<file path="src/logic/enclave_pkg.sv">
// constants for the enclave page block and create leaf engine
package enclave_pkg;
	localparam logic [7:0] ADDR_RESULT = 8'h00;
	localparam logic [7:0] ADDR_OP2 = 8'h04;
	localparam logic [7:0] ADDR_OP3 = 8'h08;
	localparam logic [7:0] ADDR_OP3_HI = 8'h0C;
	localparam logic [7:0] ADDR_CTRL = 8'h10;
	localparam logic [7:0] ADDR_STATUS = 8'h14;
	localparam logic [7:0] ADDR_SEG_LIMIT = 8'h18;
	localparam logic [7:0] ADDR_CONC = 8'h1C;
	localparam logic [7:0] ADDR_PI_SRC = 8'h20;
	localparam logic [7:0] ADDR_PI_SECURITY_INFO_RECORD = 8'h24;
	localparam logic [7:0] ADDR_PI_CTRL = 8'h28;
	localparam logic [7:0] ADDR_PI_LIN = 8'h2C;
	localparam logic [7:0] ADDR_SECURITY_INFO_RECORD_TYPE = 8'h30;
	localparam logic [7:0] ADDR_SRC_SIZE = 8'h34;
	localparam logic [7:0] ADDR_SRC_BASE = 8'h38;
	localparam logic [7:0] ADDR_SRC_XFM = 8'h3C;
	localparam logic [7:0] ADDR_SRC_FRAME = 8'h40;
	localparam logic [7:0] ADDR_MAP_INDEX = 8'h44;
	localparam logic [7:0] ADDR_MAP_DATA = 8'h48;
	localparam logic [31:0] LEAF_BLOCK = 32'h0000_0009;
	localparam logic [31:0] LEAF_CREATE = 32'h0000_0000;
	localparam logic [31:0] RES_OK = 32'h0000_0000;
	localparam logic [31:0] ALREADY_BLOCKED_CODE = 32'h0000_0001;
	localparam logic [31:0] EPOCH_LOCKED_CODE = 32'h0000_0002;
	localparam logic [31:0] NOT_BLOCKABLE_CODE = 32'h0000_0003;
	localparam logic [31:0] PAGE_INVALID_CODE = 32'h0000_0004;
	localparam logic [31:0] LOCK_FAIL_CODE = 32'h0000_0005;
	localparam logic [15:0] FAULT_ERR_CODE = 16'h0000;
	localparam logic [2:0] CONTROL_PAGE_TYPE = 3'h0;
	localparam logic [2:0] THREAD_CONTROL_TYPE = 3'h1;
	localparam logic [2:0] REGULAR_PAGE_TYPE = 3'h2;
	localparam logic [2:0] TRIMMED_PAGE_TYPE = 3'h4;
	localparam int PAGE_SHIFT = 12;
	localparam int RECORD_ALIGN = 5;
	localparam int SECURITY_INFO_RECORD_ALIGN = 6;
	localparam int CANON_MSB = 15;
	localparam logic [31:0] MIN_ENCLAVE_SIZE = 32'h0000_2000;
	localparam logic [31:0] GPR_AREA_BYTES = 32'h0000_00B8;
	localparam logic [31:0] FEATURE_AREA_BYTES = 32'h0000_0100;
	localparam int ENTRY_W = 69;
	localparam int ENT_VALID = 0;
	localparam int ENT_BLOCKED = 1;
	localparam int ENT_TYPE_LO = 2;
	localparam int ENT_BASE_LO = 5;
	localparam int ENT_SIZE_LO = 37;
	localparam int ST_BUSY = 0;
	localparam int ST_DONE = 1;
	localparam int ST_ZF = 2;
	localparam int ST_CF = 3;
	localparam int ST_GP = 8;
	localparam int ST_PF = 9;
	typedef enum logic [2:0] {
		LS_IDLE = 3'b000,
		LS_FETCH = 3'b001,
		LS_LATCH = 3'b011,
		LS_DECIDE = 3'b010,
		LS_FINISH = 3'b110
	} leaf_state_e;
endpackage : enclave_pkg

</file>
<file path="src/logic/page_map_mem.sv">
// page cache map entries with a registered read port
`timescale 1ns/100ps
module page_map_mem #(
	parameter int WIDTH = 69,
	parameter int DEPTH = 16,
	parameter int AW = 4
) (
	input wire logic sys_clk,
	input wire logic rst_n,
	input wire logic clk_en,
	input wire logic [AW-1:0] rd_addr,
	output logic [WIDTH-1:0] rd_data,
	input wire logic wr_en,
	input wire logic [AW-1:0] wr_addr,
	input wire logic [WIDTH-1:0] wr_data
);
	logic [WIDTH-1:0] entry_reg [DEPTH];

	// every entry clears so no page looks valid after reset
	genvar i;
	generate
		for (i = 0; i < DEPTH; i++) begin : g_entry
			always_ff @(posedge sys_clk or negedge rst_n) begin
				if (!rst_n)
					entry_reg[i] <= '0;
				else if (clk_en && wr_en && wr_addr == AW'(i))
					entry_reg[i] <= wr_data;
			end
		end
	endgenerate

	always_ff @(posedge sys_clk or negedge rst_n) begin
		if (!rst_n)
			rd_data <= '0;
		else if (clk_en)
			rd_data <= entry_reg[rd_addr];
	end
endmodule : page_map_mem

</file>
<file path="src/logic/save_frame_calc.sv">
// save frame size needed for a given extended feature mask
`timescale 1ns/100ps
module save_frame_calc
	import enclave_pkg::*;
#(
	parameter int MASK_W = 32
) (
	input wire logic sys_clk,
	input wire logic rst_n,
	input wire logic clk_en,
	input wire logic [MASK_W-1:0] feature_mask,
	output logic [31:0] save_bytes
);
	logic [31:0] partial [MASK_W+1];

	assign partial[0] = GPR_AREA_BYTES;
	genvar i;
	generate
		for (i = 0; i < MASK_W; i++) begin : g_feat
			assign partial[i+1] = partial[i] + (feature_mask[i] ? FEATURE_AREA_BYTES : 32'h0);
		end
	endgenerate

	always_ff @(posedge sys_clk or negedge rst_n) begin
		if (!rst_n)
			save_bytes <= '0;
		else if (clk_en)
			save_bytes <= partial[MASK_W];
	end
endmodule : save_frame_calc

</file>
<file path="src/logic/enclave_leaf_engine.sv">
// apb reached engine for the block page and create control page leaves
`timescale 1ns/100ps
// Operation
// - leaf 09H blocks a page, privilege 0 only, status in result register
// - block status: 0 success, already blocked, epoch locked, not blockable, invalid, lock
// - prior blocked state kept in a 64-bit temporary and tested
// - already blocked sets carry and code; otherwise blocked bit set to 1
// - only valid thread control, regular or trimmed pages can be blocked
// - zero flag set when structure in use or page invalid, else cleared
// - carry flag set when already blocked or not blockable, else cleared
// - every block completion without a fault clears parity, aux carry, overflow and sign
// - limit, misalignment or resource in use gives protection fault, code 0
// - operand outside protected cache or access fault gives page fault
// - non-canonical address in 64-bit mode gives protection fault, code 0
// - leaf 00H creates a control structure page in the protected cache
// - create copies source structure into page, sets fields, marks it valid
// - created control structure contents never readable by software
// - page info record gives source and security info; control field must be zero
// - create faults on target in use, already valid, outside cache, misaligned
// - needed save frame bigger than declared frame gives protection fault, code 0
// - records read as non-enclave, destination written with enclave access
module enclave_leaf_engine
	import enclave_pkg::*;
#(
	parameter logic [31:0] CACHE_BASE = 32'h8000_0000,
	parameter int CACHE_PAGES = 16,
	parameter int AW = 4
) (
	input wire logic sys_clk,
	input wire logic rst_n,
	input wire logic clk_en,
	input wire logic psel,
	input wire logic penable,
	input wire logic pwrite,
	input wire logic [7:0] paddr,
	input wire logic [31:0] pwdata,
	output logic [31:0] prdata,
	output logic pready,
	output logic pslverr
);
	localparam logic [32:0] CACHE_END = {1'b0, CACHE_BASE} + 33'(CACHE_PAGES << PAGE_SHIFT);

	leaf_state_e state_reg, state_next;
	logic [31:0] result_reg, op2_reg, op3_reg, op3_hi_reg, seg_limit_reg;
	logic [31:0] pi_src_reg, pi_security_info_record_reg, pi_ctrl_reg, pi_lin_reg;
	logic [31:0] src_size_reg, src_base_reg, src_xfm_reg, src_frame_reg;
	logic [2:0] security_info_record_type_reg;
	logic [4:0] conc_reg;
	logic [1:0] priv_reg;
	logic mode64_reg, done_reg, gp_reg, pf_reg;
	logic zf_reg, cf_reg, par_reg, aux_reg, ovf_reg, sgn_reg;
	logic [AW-1:0] map_index_reg;
	logic [63:0] prior_block_state_reg;
	logic [ENTRY_W-1:0] entry_reg;

	// apb decode
	wire access = psel & penable;
	wire complete = access & pready;
	wire wr_fire = complete & pwrite;
	wire hit_result = paddr == ADDR_RESULT;
	wire hit_op2 = paddr == ADDR_OP2;
	wire hit_op3 = paddr == ADDR_OP3;
	wire hit_op3_hi = paddr == ADDR_OP3_HI;
	wire hit_ctrl = paddr == ADDR_CTRL;
	wire hit_status = paddr == ADDR_STATUS;
	wire hit_seg = paddr == ADDR_SEG_LIMIT;
	wire hit_conc = paddr == ADDR_CONC;
	wire hit_pi_src = paddr == ADDR_PI_SRC;
	wire hit_pi_sec = paddr == ADDR_PI_SECURITY_INFO_RECORD;
	wire hit_pi_ctrl = paddr == ADDR_PI_CTRL;
	wire hit_pi_lin = paddr == ADDR_PI_LIN;
	wire hit_sec_type = paddr == ADDR_SECURITY_INFO_RECORD_TYPE;
	wire hit_src_size = paddr == ADDR_SRC_SIZE;
	wire hit_src_base = paddr == ADDR_SRC_BASE;
	wire hit_src_xfm = paddr == ADDR_SRC_XFM;
	wire hit_src_frame = paddr == ADDR_SRC_FRAME;
	wire hit_map_index = paddr == ADDR_MAP_INDEX;
	wire hit_map_data = paddr == ADDR_MAP_DATA;
	wire hit_any = hit_result | hit_op2 | hit_op3 | hit_op3_hi | hit_ctrl | hit_status
		| hit_seg | hit_conc | hit_pi_src | hit_pi_sec | hit_pi_ctrl | hit_pi_lin
		| hit_sec_type | hit_src_size | hit_src_base | hit_src_xfm | hit_src_frame
		| hit_map_index | hit_map_data;
	wire idle = state_reg == LS_IDLE;
	// operands may only change while no leaf runs
	wire wr_ok = wr_fire & idle;
	wire start = wr_ok & hit_ctrl & pwdata[0];
	wire sw_map_we = wr_ok & hit_map_data;

	// page map and save frame helpers
	logic [ENTRY_W-1:0] map_rd_data;
	logic [31:0] save_bytes;
	wire [31:0] page_off = op3_reg - CACHE_BASE;
	wire [AW-1:0] page_idx = page_off[PAGE_SHIFT+AW-1:PAGE_SHIFT];
	wire [AW-1:0] map_rd_addr = idle ? map_index_reg : page_idx;
	wire leaf_we;
	wire [ENTRY_W-1:0] leaf_wdata;
	wire [AW-1:0] map_wr_addr = idle ? map_index_reg : page_idx;
	wire [ENTRY_W-1:0] sw_wdata = {{(ENTRY_W-5){1'b0}}, pwdata[4:0]};
	wire [ENTRY_W-1:0] map_wr_data = idle ? sw_wdata : leaf_wdata;

	page_map_mem #(
		.WIDTH(ENTRY_W),
		.DEPTH(CACHE_PAGES),
		.AW(AW)
	) u_map (
		.sys_clk(sys_clk),
		.rst_n(rst_n),
		.clk_en(clk_en),
		.rd_addr(map_rd_addr),
		.rd_data(map_rd_data),
		.wr_en(sw_map_we | leaf_we),
		.wr_addr(map_wr_addr),
		.wr_data(map_wr_data)
	);

	save_frame_calc #(
		.MASK_W(32)
	) u_save (
		.sys_clk(sys_clk),
		.rst_n(rst_n),
		.clk_en(clk_en),
		.feature_mask(src_xfm_reg),
		.save_bytes(save_bytes)
	);

	// operand checks
	wire priv_bad = priv_reg != 2'b00;
	wire seg_bad3 = op3_reg > seg_limit_reg;
	wire seg_bad2 = op2_reg > seg_limit_reg;
	wire mis3 = |op3_reg[PAGE_SHIFT-1:0];
	wire mis2 = |op2_reg[RECORD_ALIGN-1:0];
	wire canon = &op3_hi_reg[31:CANON_MSB] | ~|op3_hi_reg[31:CANON_MSB];
	wire non_canon = mode64_reg & ~canon;
	wire in_cache = {1'b0, op3_reg} >= {1'b0, CACHE_BASE} && {1'b0, op3_reg} < CACHE_END;
	wire epoch_locked = conc_reg[0];
	wire lock_fail = conc_reg[1];
	wire res_in_use = conc_reg[2];
	wire acc_fault = conc_reg[3];
	wire ent_valid = entry_reg[ENT_VALID];
	wire [2:0] ent_type = entry_reg[ENT_TYPE_LO+:3];
	wire blockable = ent_type == THREAD_CONTROL_TYPE || ent_type == REGULAR_PAGE_TYPE
		|| ent_type == TRIMMED_PAGE_TYPE;
	wire src_mis = |pi_src_reg[PAGE_SHIFT-1:0] | |pi_security_info_record_reg[SECURITY_INFO_RECORD_ALIGN-1:0];
	wire pi_bad = pi_lin_reg != 32'h0 || pi_ctrl_reg != 32'h0;
	wire type_bad = security_info_record_type_reg != CONTROL_PAGE_TYPE;
	wire [43:0] frame_bytes = {src_frame_reg, 12'h000};
	wire save_big = {12'h000, save_bytes} > frame_bytes;
	wire size_bad = src_size_reg < MIN_ENCLAVE_SIZE
		|| (src_size_reg & (src_size_reg - 32'h1)) != 32'h0;
	wire base_bad = (src_base_reg & (src_size_reg - 32'h1)) != 32'h0;
	wire xfm_bad = src_xfm_reg[1:0] != 2'b11;

	logic gp_n, pf_n, zf_n, cf_n, upd_n, we_n;
	logic [31:0] code_n;
	logic [ENTRY_W-1:0] wdata_n;

	always_comb begin
		gp_n = 1'b0;
		pf_n = 1'b0;
		zf_n = 1'b0;
		cf_n = 1'b0;
		upd_n = 1'b0;
		we_n = 1'b0;
		code_n = result_reg;
		wdata_n = entry_reg;
		if (result_reg == LEAF_BLOCK) begin
			if (priv_bad || seg_bad3 || mis3 || non_canon || res_in_use) begin
				gp_n = 1'b1;
			end else if (!in_cache || acc_fault) begin
				pf_n = 1'b1;
			end else begin
				upd_n = 1'b1;
				code_n = RES_OK;
				if (epoch_locked) begin
					code_n = EPOCH_LOCKED_CODE;
					zf_n = 1'b1;
				end else if (lock_fail) begin
					code_n = LOCK_FAIL_CODE;
					zf_n = 1'b1;
				end else if (!ent_valid) begin
					code_n = PAGE_INVALID_CODE;
					zf_n = 1'b1;
				end else if (!blockable) begin
					code_n = NOT_BLOCKABLE_CODE;
					cf_n = 1'b1;
				end else if (prior_block_state_reg[0]) begin
					code_n = ALREADY_BLOCKED_CODE;
					cf_n = 1'b1;
				end else begin
					we_n = 1'b1;
					wdata_n[ENT_BLOCKED] = 1'b1;
				end
			end
		end else if (result_reg == LEAF_CREATE) begin
			if (priv_bad || seg_bad2 || seg_bad3 || mis2 || mis3 || non_canon) begin
				gp_n = 1'b1;
			end else if (!in_cache) begin
				pf_n = 1'b1;
			end else if (src_mis || pi_bad || type_bad || res_in_use) begin
				gp_n = 1'b1;
			end else if (ent_valid) begin
				pf_n = 1'b1;
			end else if (xfm_bad || save_big || size_bad || base_bad) begin
				gp_n = 1'b1;
			end else if (acc_fault) begin
				pf_n = 1'b1;
			end else begin
				we_n = 1'b1;
				// copied structure lands only inside the entry, never on the bus
				wdata_n = {src_size_reg, src_base_reg, CONTROL_PAGE_TYPE, 1'b0, 1'b1};
			end
		end else begin
			// unknown leaf codes are refused like a bad operand
			gp_n = 1'b1;
		end
	end

	// single cycle write after every check has passed
	assign leaf_we = state_reg == LS_DECIDE && we_n;
	assign leaf_wdata = wdata_n;

	always_comb begin
		case (state_reg)
			LS_IDLE: state_next = start ? LS_FETCH : LS_IDLE;
			LS_FETCH: state_next = LS_LATCH;
			LS_LATCH: state_next = LS_DECIDE;
			LS_DECIDE: state_next = LS_FINISH;
			LS_FINISH: state_next = LS_IDLE;
			default: state_next = LS_IDLE;
		endcase
	end

	always_ff @(posedge sys_clk or negedge rst_n) begin
		if (!rst_n) begin
			state_reg <= LS_IDLE;
			entry_reg <= '0;
			prior_block_state_reg <= '0;
		end else if (clk_en) begin
			state_reg <= state_next;
			if (state_reg == LS_LATCH) begin
				entry_reg <= map_rd_data;
				prior_block_state_reg <= {63'h0, map_rd_data[ENT_BLOCKED]};
			end
		end
	end

	// outcome of a leaf
	wire decide = state_reg == LS_DECIDE;
	always_ff @(posedge sys_clk or negedge rst_n) begin
		if (!rst_n) begin
			done_reg <= 1'b0;
			gp_reg <= 1'b0;
			pf_reg <= 1'b0;
			zf_reg <= 1'b0;
			cf_reg <= 1'b0;
			par_reg <= 1'b0;
			aux_reg <= 1'b0;
			ovf_reg <= 1'b0;
			sgn_reg <= 1'b0;
		end else if (clk_en) begin
			if (start) begin
				done_reg <= 1'b0;
				gp_reg <= 1'b0;
				pf_reg <= 1'b0;
			end else if (state_reg == LS_FINISH) begin
				done_reg <= 1'b1;
			end
			if (decide) begin
				gp_reg <= gp_n;
				pf_reg <= pf_n;
			end
			if (decide && upd_n) begin
				zf_reg <= zf_n;
				cf_reg <= cf_n;
				par_reg <= 1'b0;
				aux_reg <= 1'b0;
				ovf_reg <= 1'b0;
				sgn_reg <= 1'b0;
			end
		end
	end

	// software registers
	always_ff @(posedge sys_clk or negedge rst_n) begin
		if (!rst_n) begin
			result_reg <= '0;
			op2_reg <= '0;
			op3_reg <= '0;
			op3_hi_reg <= '0;
			seg_limit_reg <= '1;
			conc_reg <= '0;
			pi_src_reg <= '0;
			pi_security_info_record_reg <= '0;
			pi_ctrl_reg <= '0;
			pi_lin_reg <= '0;
			security_info_record_type_reg <= '0;
			src_size_reg <= '0;
			src_base_reg <= '0;
			src_xfm_reg <= '0;
			src_frame_reg <= '0;
			map_index_reg <= '0;
			priv_reg <= '0;
			mode64_reg <= 1'b0;
		end else if (clk_en) begin
			if (decide && upd_n)
				result_reg <= code_n;
			else if (wr_ok && hit_result)
				result_reg <= pwdata;
			if (wr_ok && hit_op2) op2_reg <= pwdata;
			if (wr_ok && hit_op3) op3_reg <= pwdata;
			if (wr_ok && hit_op3_hi) op3_hi_reg <= pwdata;
			if (wr_ok && hit_seg) seg_limit_reg <= pwdata;
			if (wr_ok && hit_conc) conc_reg <= pwdata[4:0];
			if (wr_ok && hit_pi_src) pi_src_reg <= pwdata;
			if (wr_ok && hit_pi_sec) pi_security_info_record_reg <= pwdata;
			if (wr_ok && hit_pi_ctrl) pi_ctrl_reg <= pwdata;
			if (wr_ok && hit_pi_lin) pi_lin_reg <= pwdata;
			if (wr_ok && hit_sec_type) security_info_record_type_reg <= pwdata[2:0];
			if (wr_ok && hit_src_size) src_size_reg <= pwdata;
			if (wr_ok && hit_src_base) src_base_reg <= pwdata;
			if (wr_ok && hit_src_xfm) src_xfm_reg <= pwdata;
			if (wr_ok && hit_src_frame) src_frame_reg <= pwdata;
			if (wr_ok && hit_map_index) map_index_reg <= pwdata[AW-1:0];
			if (wr_ok && hit_ctrl) begin
				priv_reg <= pwdata[2:1];
				mode64_reg <= pwdata[3];
			end
		end
	end

	// read mux; the map window shows only the valid, blocked and type bits
	wire [31:0] status_word = {FAULT_ERR_CODE, 6'h00, pf_reg, gp_reg, sgn_reg, ovf_reg,
		aux_reg, par_reg, cf_reg, zf_reg, done_reg, ~idle};
	wire [31:0] ctrl_word = {28'h0, mode64_reg, priv_reg, 1'b0};
	wire [31:0] rd_word =
		hit_result ? result_reg : hit_op2 ? op2_reg :
		hit_op3 ? op3_reg : hit_op3_hi ? op3_hi_reg :
		hit_ctrl ? ctrl_word : hit_status ? status_word :
		hit_seg ? seg_limit_reg : hit_conc ? {27'h0, conc_reg} :
		hit_pi_src ? pi_src_reg : hit_pi_sec ? pi_security_info_record_reg :
		hit_pi_ctrl ? pi_ctrl_reg : hit_pi_lin ? pi_lin_reg :
		hit_sec_type ? {29'h0, security_info_record_type_reg} : hit_src_size ? src_size_reg :
		hit_src_base ? src_base_reg : hit_src_xfm ? src_xfm_reg :
		hit_src_frame ? src_frame_reg : hit_map_index ? {{(32-AW){1'b0}}, map_index_reg} :
		hit_map_data ? {27'h0, map_rd_data[4:0]} :
		32'h0;

	// one wait state per access
	always_ff @(posedge sys_clk or negedge rst_n) begin
		if (!rst_n) begin
			pready <= 1'b0;
			pslverr <= 1'b0;
			prdata <= '0;
		end else if (clk_en) begin
			pready <= access & ~pready;
			if (access && !pready) begin
				pslverr <= ~hit_any;
				prdata <= pwrite ? 32'h0 : rd_word;
			end else begin
				pslverr <= 1'b0;
			end
		end
	end
endmodule : enclave_leaf_engine

</file>
<file path="config.mk">
export PLATFORM = sky130hd
export DESIGN_NAME = enclave_leaf_engine
export DESIGN_NICKNAME = d
export VERILOG_FILES = /design/src/logic/enclave_pkg.sv /design/src/logic/page_map_mem.sv /design/src/logic/save_frame_calc.sv /design/src/logic/enclave_leaf_engine.sv
export SDC_FILE = /design/constraint.sdc
export NUM_CORES = 1
export LEC_CHECK = 0
export ABC_CLOCK_PERIOD_IN_PS = 8800
export BUFFER_PORTS_ARGS = -buffer_cell sky130_fd_sc_hd__buf_2
export CAP_MARGIN = 20
export CORE_MARGIN = 3
export CORE_UTILIZATION = 50
export CTS_CLUSTER_DIAMETER = 200
export DETAILED_ROUTE_END_ITERATION = 8
export PLACE_DENSITY_LB_ADDON = 0.05
export RECOVER_POWER = 100
export SLEW_MARGIN = 0
export SYNTH_ARGS = -nofsm -noshare
export SYNTH_HDL_FRONTEND = slang
export SYNTH_HIERARCHICAL = 1
export SYNTH_SLANG_ARGS = --single-unit
</file>
<file path="constraint.sdc">
create_clock -name sys_clk -period 8.8 [get_ports sys_clk]
set_input_delay 0.44 -clock sys_clk [delete_from_list [all_inputs] [get_ports sys_clk]]
set_output_delay 0.44 -clock sys_clk [all_outputs]
set_load 0.005 [all_outputs]
</file>
# Word level (Yosys, flattened, before mapping)
# Cells that the tools add are included.
word_totals:
  register_bits: 1748
  out_inout_bits: 34
  in_bits: 46
  wordCells: 414
op_classes:
  n_lt_le_gt_ge: 7
  reduce_logical: 102
  n_addsub: 34
  n_mux: 142
  n_eq_ne: 45
  bitwise_logic: 37
ops:
  columns: ["op", "n"]
  rows:
  - ["adder 32 bit", 31]
  - ["two-way mux 32 bit", 23]
  - ["two-way mux 69 bit", 10]
  - ["two-way mux 9 bit", 32]
  - ["binary-select mux 69 bit (select 4 bit)", 1]
  - ["nonzero test 32 bit", 4]
  - ["two-way mux 1 bit", 67]
  - ["two-way mux 67 bit", 1]
  - ["AND 32 bit", 2]
  - ["equality test 8 x 6 -> 1 bit (second input constant)", 8]
  - ["greater-than comparator 32 bit", 2]
  - ["greater-than comparator 32 x 44 -> 1 bit", 1]
  - ["AND reduction 2 bit", 21]
  - ["logical AND 1 bit", 38]
  - ["adder 8 x 32 -> 32 bit (first input constant)", 1]
  - ["equality test 32 x 4 -> 1 bit (second input constant)", 1]
  - ["equality test 4 bit (second input constant)", 8]
  - ["equality test 8 x 5 -> 1 bit (second input constant)", 4]
  - ["greater-or-equal comparator 32 bit (second input constant)", 1]
  - ["zero test 32 bit", 1]
  - ["less-than comparator 32 x 14 -> 1 bit (second input constant)", 1]
  - ["less-than comparator 32 bit (second input constant)", 1]
  - ["subtractor 32 x 1 -> 32 bit (second input constant)", 1]
  - ["equality test 8 x 7 -> 1 bit (second input constant)", 3]
  - ["other kinds (33)", 104]

# Depth between registers and ports, before layout
depth:
  depth_word: 33
  mapped_depth: 24

# Cells and area by module
# Netlist, hierarchy kept.
by_module_without_submodules:
  columns: ["module", "area_per_inst_um2", "instances", "cells_per_inst"]
  rows:
  - ["page_map_mem", 51493.1, 1, 3151]
  - ["enclave_leaf_engine", 28051.9, 1, 2557]
  - ["save_frame_calc", 1676.6, 1, 171]

# Worst setup path before layout
# OpenSTA, ideal clock, no wires.
synth_path:
  path_kind: "register -> register"
  start: "register src_xfm_reg[21]"
  end: "register u_save.save_bytes[14]"
  setup_slack_ns: 3.624
  setup_time_ns: 0.125
  required_time_ns: 8.675
  path_stages_with_launch: 18
  arrival_ns: 5.051
  synth_period_minus_slack_ns: 5.176
  cell_sequence: "dfrtp_1 fa_1 ha_1 inv_1 fa_1 inv_1 ha_1 fa_1 inv_1 fa_1 fa_1 fa_1 inv_1 ha_1 fa_1 a21oi_1 o21bai_1 mux2_2"
synth_between:
  elab_chain_len: 12
synth_lines:
  columns: ["element", "line_no", "rtl"]
  rows:
  - ["start: declaration", "enclave_leaf_engine.sv:46", "logic [31:0] src_size_reg, src_base_reg, src_xfm_reg, src_frame_reg;"]
  - ["start signal: assignment", "enclave_leaf_engine.sv:321", "if (wr_ok && hit_src_xfm) src_xfm_reg <= pwdata;"]
  - ["two-way mux 9 bit", "save_frame_calc.sv:20", "assign partial[i+1] = partial[i] + (feature_mask[i] ? FEATURE_AREA_BYTES : 32'h0);"]
  - ["adder 32 bit (11 in series)", "save_frame_calc.sv:20", null]
  - ["end signal: assignment", "save_frame_calc.sv:28", "save_bytes <= partial[MASK_W];"]
  - ["end: declaration", "save_frame_calc.sv:12", "output logic [31:0] save_bytes"]
# Every way passes these cells.
# A chain may end at the register's enable or synchronous reset.

# Final worst setup path
layout_path:
  start: "register src_size_reg[6]"
  end: "register u_map/entry_reg[828] in the netlist's numbering"
layout_between:
  elab_chain_len: 17
  word_cells_on_any_way: 28
layout_lines:
  columns: ["element", "line_no", "rtl"]
  rows:
  - ["start: declaration", "enclave_leaf_engine.sv:46", null]
  - ["start signal: assignment", "enclave_leaf_engine.sv:319", "if (wr_ok && hit_src_size) src_size_reg <= pwdata;"]
  - ["subtractor 32 x 1 -> 32 bit", "enclave_leaf_engine.sv:149, enclave_leaf_engine.sv:150", null]
  - ["AND 32 bit", "enclave_leaf_engine.sv:149", "|| (src_size_reg & (src_size_reg - 32'h1)) != 32'h0;"]
  - ["nonzero test 32 bit", "enclave_leaf_engine.sv:149", null]
  - ["logical OR 1 bit", "enclave_leaf_engine.sv:149", null]
  - ["logical OR 1 bit", "enclave_leaf_engine.sv:203", "end else if (xfm_bad || save_big || size_bad || base_bad) begin"]
  - ["logical OR 1 bit *", "enclave_leaf_engine.sv:203", null]
  - ["two-way mux 1 bit", "enclave_leaf_engine.sv:203", null]
  - ["two-way mux 1 bit", "enclave_leaf_engine.sv:201", "end else if (ent_valid) begin"]
  - ["two-way mux 1 bit", "enclave_leaf_engine.sv:199", "end else if (src_mis || pi_bad || type_bad || res_in_use) begin"]
  - ["two-way mux 1 bit", "enclave_leaf_engine.sv:197", "end else if (!in_cache) begin"]
  - ["two-way mux 1 bit", "enclave_leaf_engine.sv:195", "if (priv_bad || seg_bad2 || seg_bad3 || mis2 || mis3 || non_canon) begin"]
  - ["two-way mux 1 bit", "enclave_leaf_engine.sv:194", "end else if (result_reg == LEAF_CREATE) begin"]
  - ["two-way mux 1 bit", "enclave_leaf_engine.sv:166", "if (result_reg == LEAF_BLOCK) begin"]
  - ["logical AND 1 bit", "enclave_leaf_engine.sv:219", "assign leaf_we = state_reg == LS_DECIDE && we_n;"]
  - ["OR 1 bit", "enclave_leaf_engine.sv:111", ".wr_en(sw_map_we | leaf_we),"]
  - ["logical AND 1 bit (2 in series)", "page_map_mem.sv:26", "else if (clk_en && wr_en && wr_addr == AW'(i))"]
  - ["end signal: indexed assignment", "page_map_mem.sv:27", "entry_reg[i] <= wr_data;"]
  - ["end: declaration", "page_map_mem.sv:17", "logic [WIDTH-1:0] entry_reg [DEPTH];"]
# Mark *: on every way between the ends. The rest lies on a longest branch, timed or not.

==> impl_results.md <==
* Post-cts sizing count at 0
* Worst-Skew Late Latency at 0.60 ns
* Initial antenna violation count at 1
* TritonCTS buffer count at 67
* Power Dens Cells at 177 nW/um^2
* Clock buffer depth at 3
* Finished Layout Cells at 3566
* PortBufs at 79
* RSZ-0062 raised after global routing: false
* Max transition margin at -2.26
* Gate Count Post-Synth at 2744
* Layout filler cell count at 5206
* Startpoint Class: flip-flop
* Setup TNS at 0 ns
* Final hold violation count at 0
* DRC Markers at 0
* Mapped Area at 30500 um^2
* HPWL Detailed at 75800 um
* GR peak layer: met2
* Worst hold path class: in2reg
* Initial Util at 0.511
* Fmax at 152 MHz
* CP peak stage delay at 0.90 ns
* Layout Skew at 0.0236 ns
* GP Congestion at 0.927
* Final Util at 0.562
* Worst-Margin Slew at 4.88 ns
* Flop-to-flop setup slack at 2.21 ns
* DR pass1 iterations at 6
* Post-route ant nets at 0
* Final Max Tran Viols at 863
* Core Rows at 89
* Clock-pin slew on the worst setup and hold paths at 0.06 ns
* Total number of vias at 22.7k
* CTS Sinks at 571
* Worst path required time at 9.29 ns
* CTS tree: built
* Setup crit end kind: flip-flop
* Area grow syn2layout at 9.93%
* CP Cell Sequence: or3_1 -> nor4_1 -> and2_0 -> nand2_1 -> nor2_1 -> nand2_1 -> or4_1 -> ha_1 -> nor4_1 -> nand2_1 -> nor4_1 -> nand4_1 -> a2111oi_0 -> clkbuf_1 -> nand4_1 -> o32ai_1 -> o2bb2ai_1 -> nand4_1 -> nor3_1 -> mux2_2
* CP top delay family: simple AND/OR/NAND/NOR gates
* Max-cap viol count at 21
* Failing checks: max-capacitance violations, max-slew violations
* CP Class: reg2reg
* Met2 Resource Use GR at 0.498
* Vias in the first global route at 22.8k
* GR Layer Usage met1 at 0.467
* H-tree depth at 3
* Final setup viols at 0
* Mean Syn Cell Area at 11.1 um^2
* Max reg flops at 80
* CP max-delay cell: a2111oi_0
* Status: finished with violations
* CP Max Fanout at 5
* First-pass GRT wire length at 154000 um
* Met3 usage at 0.0724
* # IOs at 80
* Final cycle utilization of the critical path at 0.749
* Routed wire per std cell at 28.9 um
* Crit path arrival time at 7.07 ns
* Share of layout cells above drive strength 1 at 0.262
* Root Driver: clkbuf_16
* 1st-iter DRT viols at 2067
* Synth Warn # at 6
* Core area at 59700 um^2
* Peak supply drop at 0.182 mV
* Die width at 253 um
* Placed cells at 3440
* DIE HEIGHT at 253 um
* Routed WL at 103000 um
* Static Leak at 16.3 nW
* Buf+Inv Stages, Crit Path at 1
* Die area at 64000 um^2
* Vias/cell at 6.37
* Final #Nets at 2962
* Global route overflow at 0
* Gr usage total at 0.325
* Final min period at 6.59 ns
* Largest net degree at the start of global routing at 159
==> where the power goes <==
group | total [mW] | internal (mW) | switching [mW]
combinational | 0.482 | 0.119 | 0.362
sequential | 2.69 | 2.66 | 0.0354
clock | 2.75 | 1.64 | 1.11
==> through the flow <==
stage / cell area (um^2) / total power, mW / hold WS [ns] / setup WS, ns
final: 33500 / 5.92 / 0.225 / 2.21
after global routing: 33500 / 6.12 / 0.216 / 1.41
after CTS: 33600 / 5.97 / 0.187 / 2.81
after detailed placement: 31500 / 3.21 / 0.464 / 2.84
after global placement: 31400 / 3.21 / 0.458 / 3.00
after floorplan: 30600 / 2.94 / 0.144 / 3.62
==> cell usage in the layout, fill, tap and decap left out, types with 7 or more instances in the layout <==
master     instances
nor2_2            11
a21oi_1           86
clkbuf_1          61
a211oi_1          13
clkbuf_16         69
a222oi_1          23
a21o_1             7
dfstp_2           32
dfrtp_1          539
a31oi_1           22
nor4_1            57
mux2i_1           17
clkbuf_8          13
buf_2             61
conb_1            21
a22oi_1           43
o2111ai_1          8
mux4_2            20
buf_4             28
or2_2              7
ha_1             149
nor2_1           121
o22ai_1           21
nand4_1           37
fa_1              25
nand2_1          220
or3_1             18
and3_1            11
mux2_2           457
nand2b_1          35
inv_1            148
o21ai_0          135
a22o_1             9
a221oi_1          51
nor2b_1           11
nor3_1            20
nand3_1           32
o211ai_1          24
clkinv_2           7
==> worst paths after layout <==
check | start | end | depth (start not counted)
min in group asynchronous | rst_n | prdata[25]$_DFFE_PN0P_ | 2
min | pwdata[14] | seg_limit_reg[14]$_DFFE_PN1P_ | 3
max reg2reg | src_size_reg[6]$_DFFE_PN0P_ | u_map/entry_reg[828]$_DFFE_PN0P_ | 20
min reg2reg | prdata[17]$_DFFE_PN0P_ | prdata[17]$_DFFE_PN0P_ | 2
max | src_size_reg[6]$_DFFE_PN0P_ | u_map/entry_reg[828]$_DFFE_PN0P_ | 20
max in group asynchronous | rst_n | u_save/save_bytes[9]$_DFFE_PN0P_ | 4
==> per-layer routing <==
metal | part of all wire | vias to the layer above
li1 | - | 9938
met1 | 0.44 | 11800
met2 | 0.45 | 837
met3 | 0.079 | 162
met4 | 0.031 | 0
met5 | 0 | -
==> layout make-up <==
| class | count | area (um^2) | share of cell area |
|---|---|---|---|
| clock buffers | 103 | 1980 | 0.0592 |
| clock inverters | 15 | 169 | 0.00504 |
| diodes | 2 | 5.00 | 0.000149 |
| repair buffers | 136 | 781 | 0.0233 |
| well taps | 773 | 967 | 0.0289 |
| flip-flops and latches | 571 | 14300 | 0.427 |
| multi-input cells | 1817 | 14700 | 0.439 |
| inverters | 149 | 559 | 0.0167 |
==> repair_timing <==
action                                 4_1_cts  5_1_grt
setup endpoints to repair                    0        0
hold buffers                                 1        0
endpoints found under the hold margin       64        0
setup buffers                                0        0
==> worst reg2reg max path, cell delays in order, from the launching register on <==
cell,delay [ns]
dfrtp_1,0.44
or3_1,0.40
nor4_1,0.23
and2_0,0.25
nand2_1,0.10
nor2_1,0.19
nand2_1,0.14
or4_1,0.42
ha_1,0.19
nor4_1,0.21
nand2_1,0.14
nor4_1,0.34
nand4_1,0.15
a2111oi_0,0.90
clkbuf_1,0.30
nand4_1,0.14
o32ai_1,0.26
o2bb2ai_1,0.33
nand4_1,0.33
nor3_1,0.58
mux2_2,0.41
(Power assumes the default switching activity.)
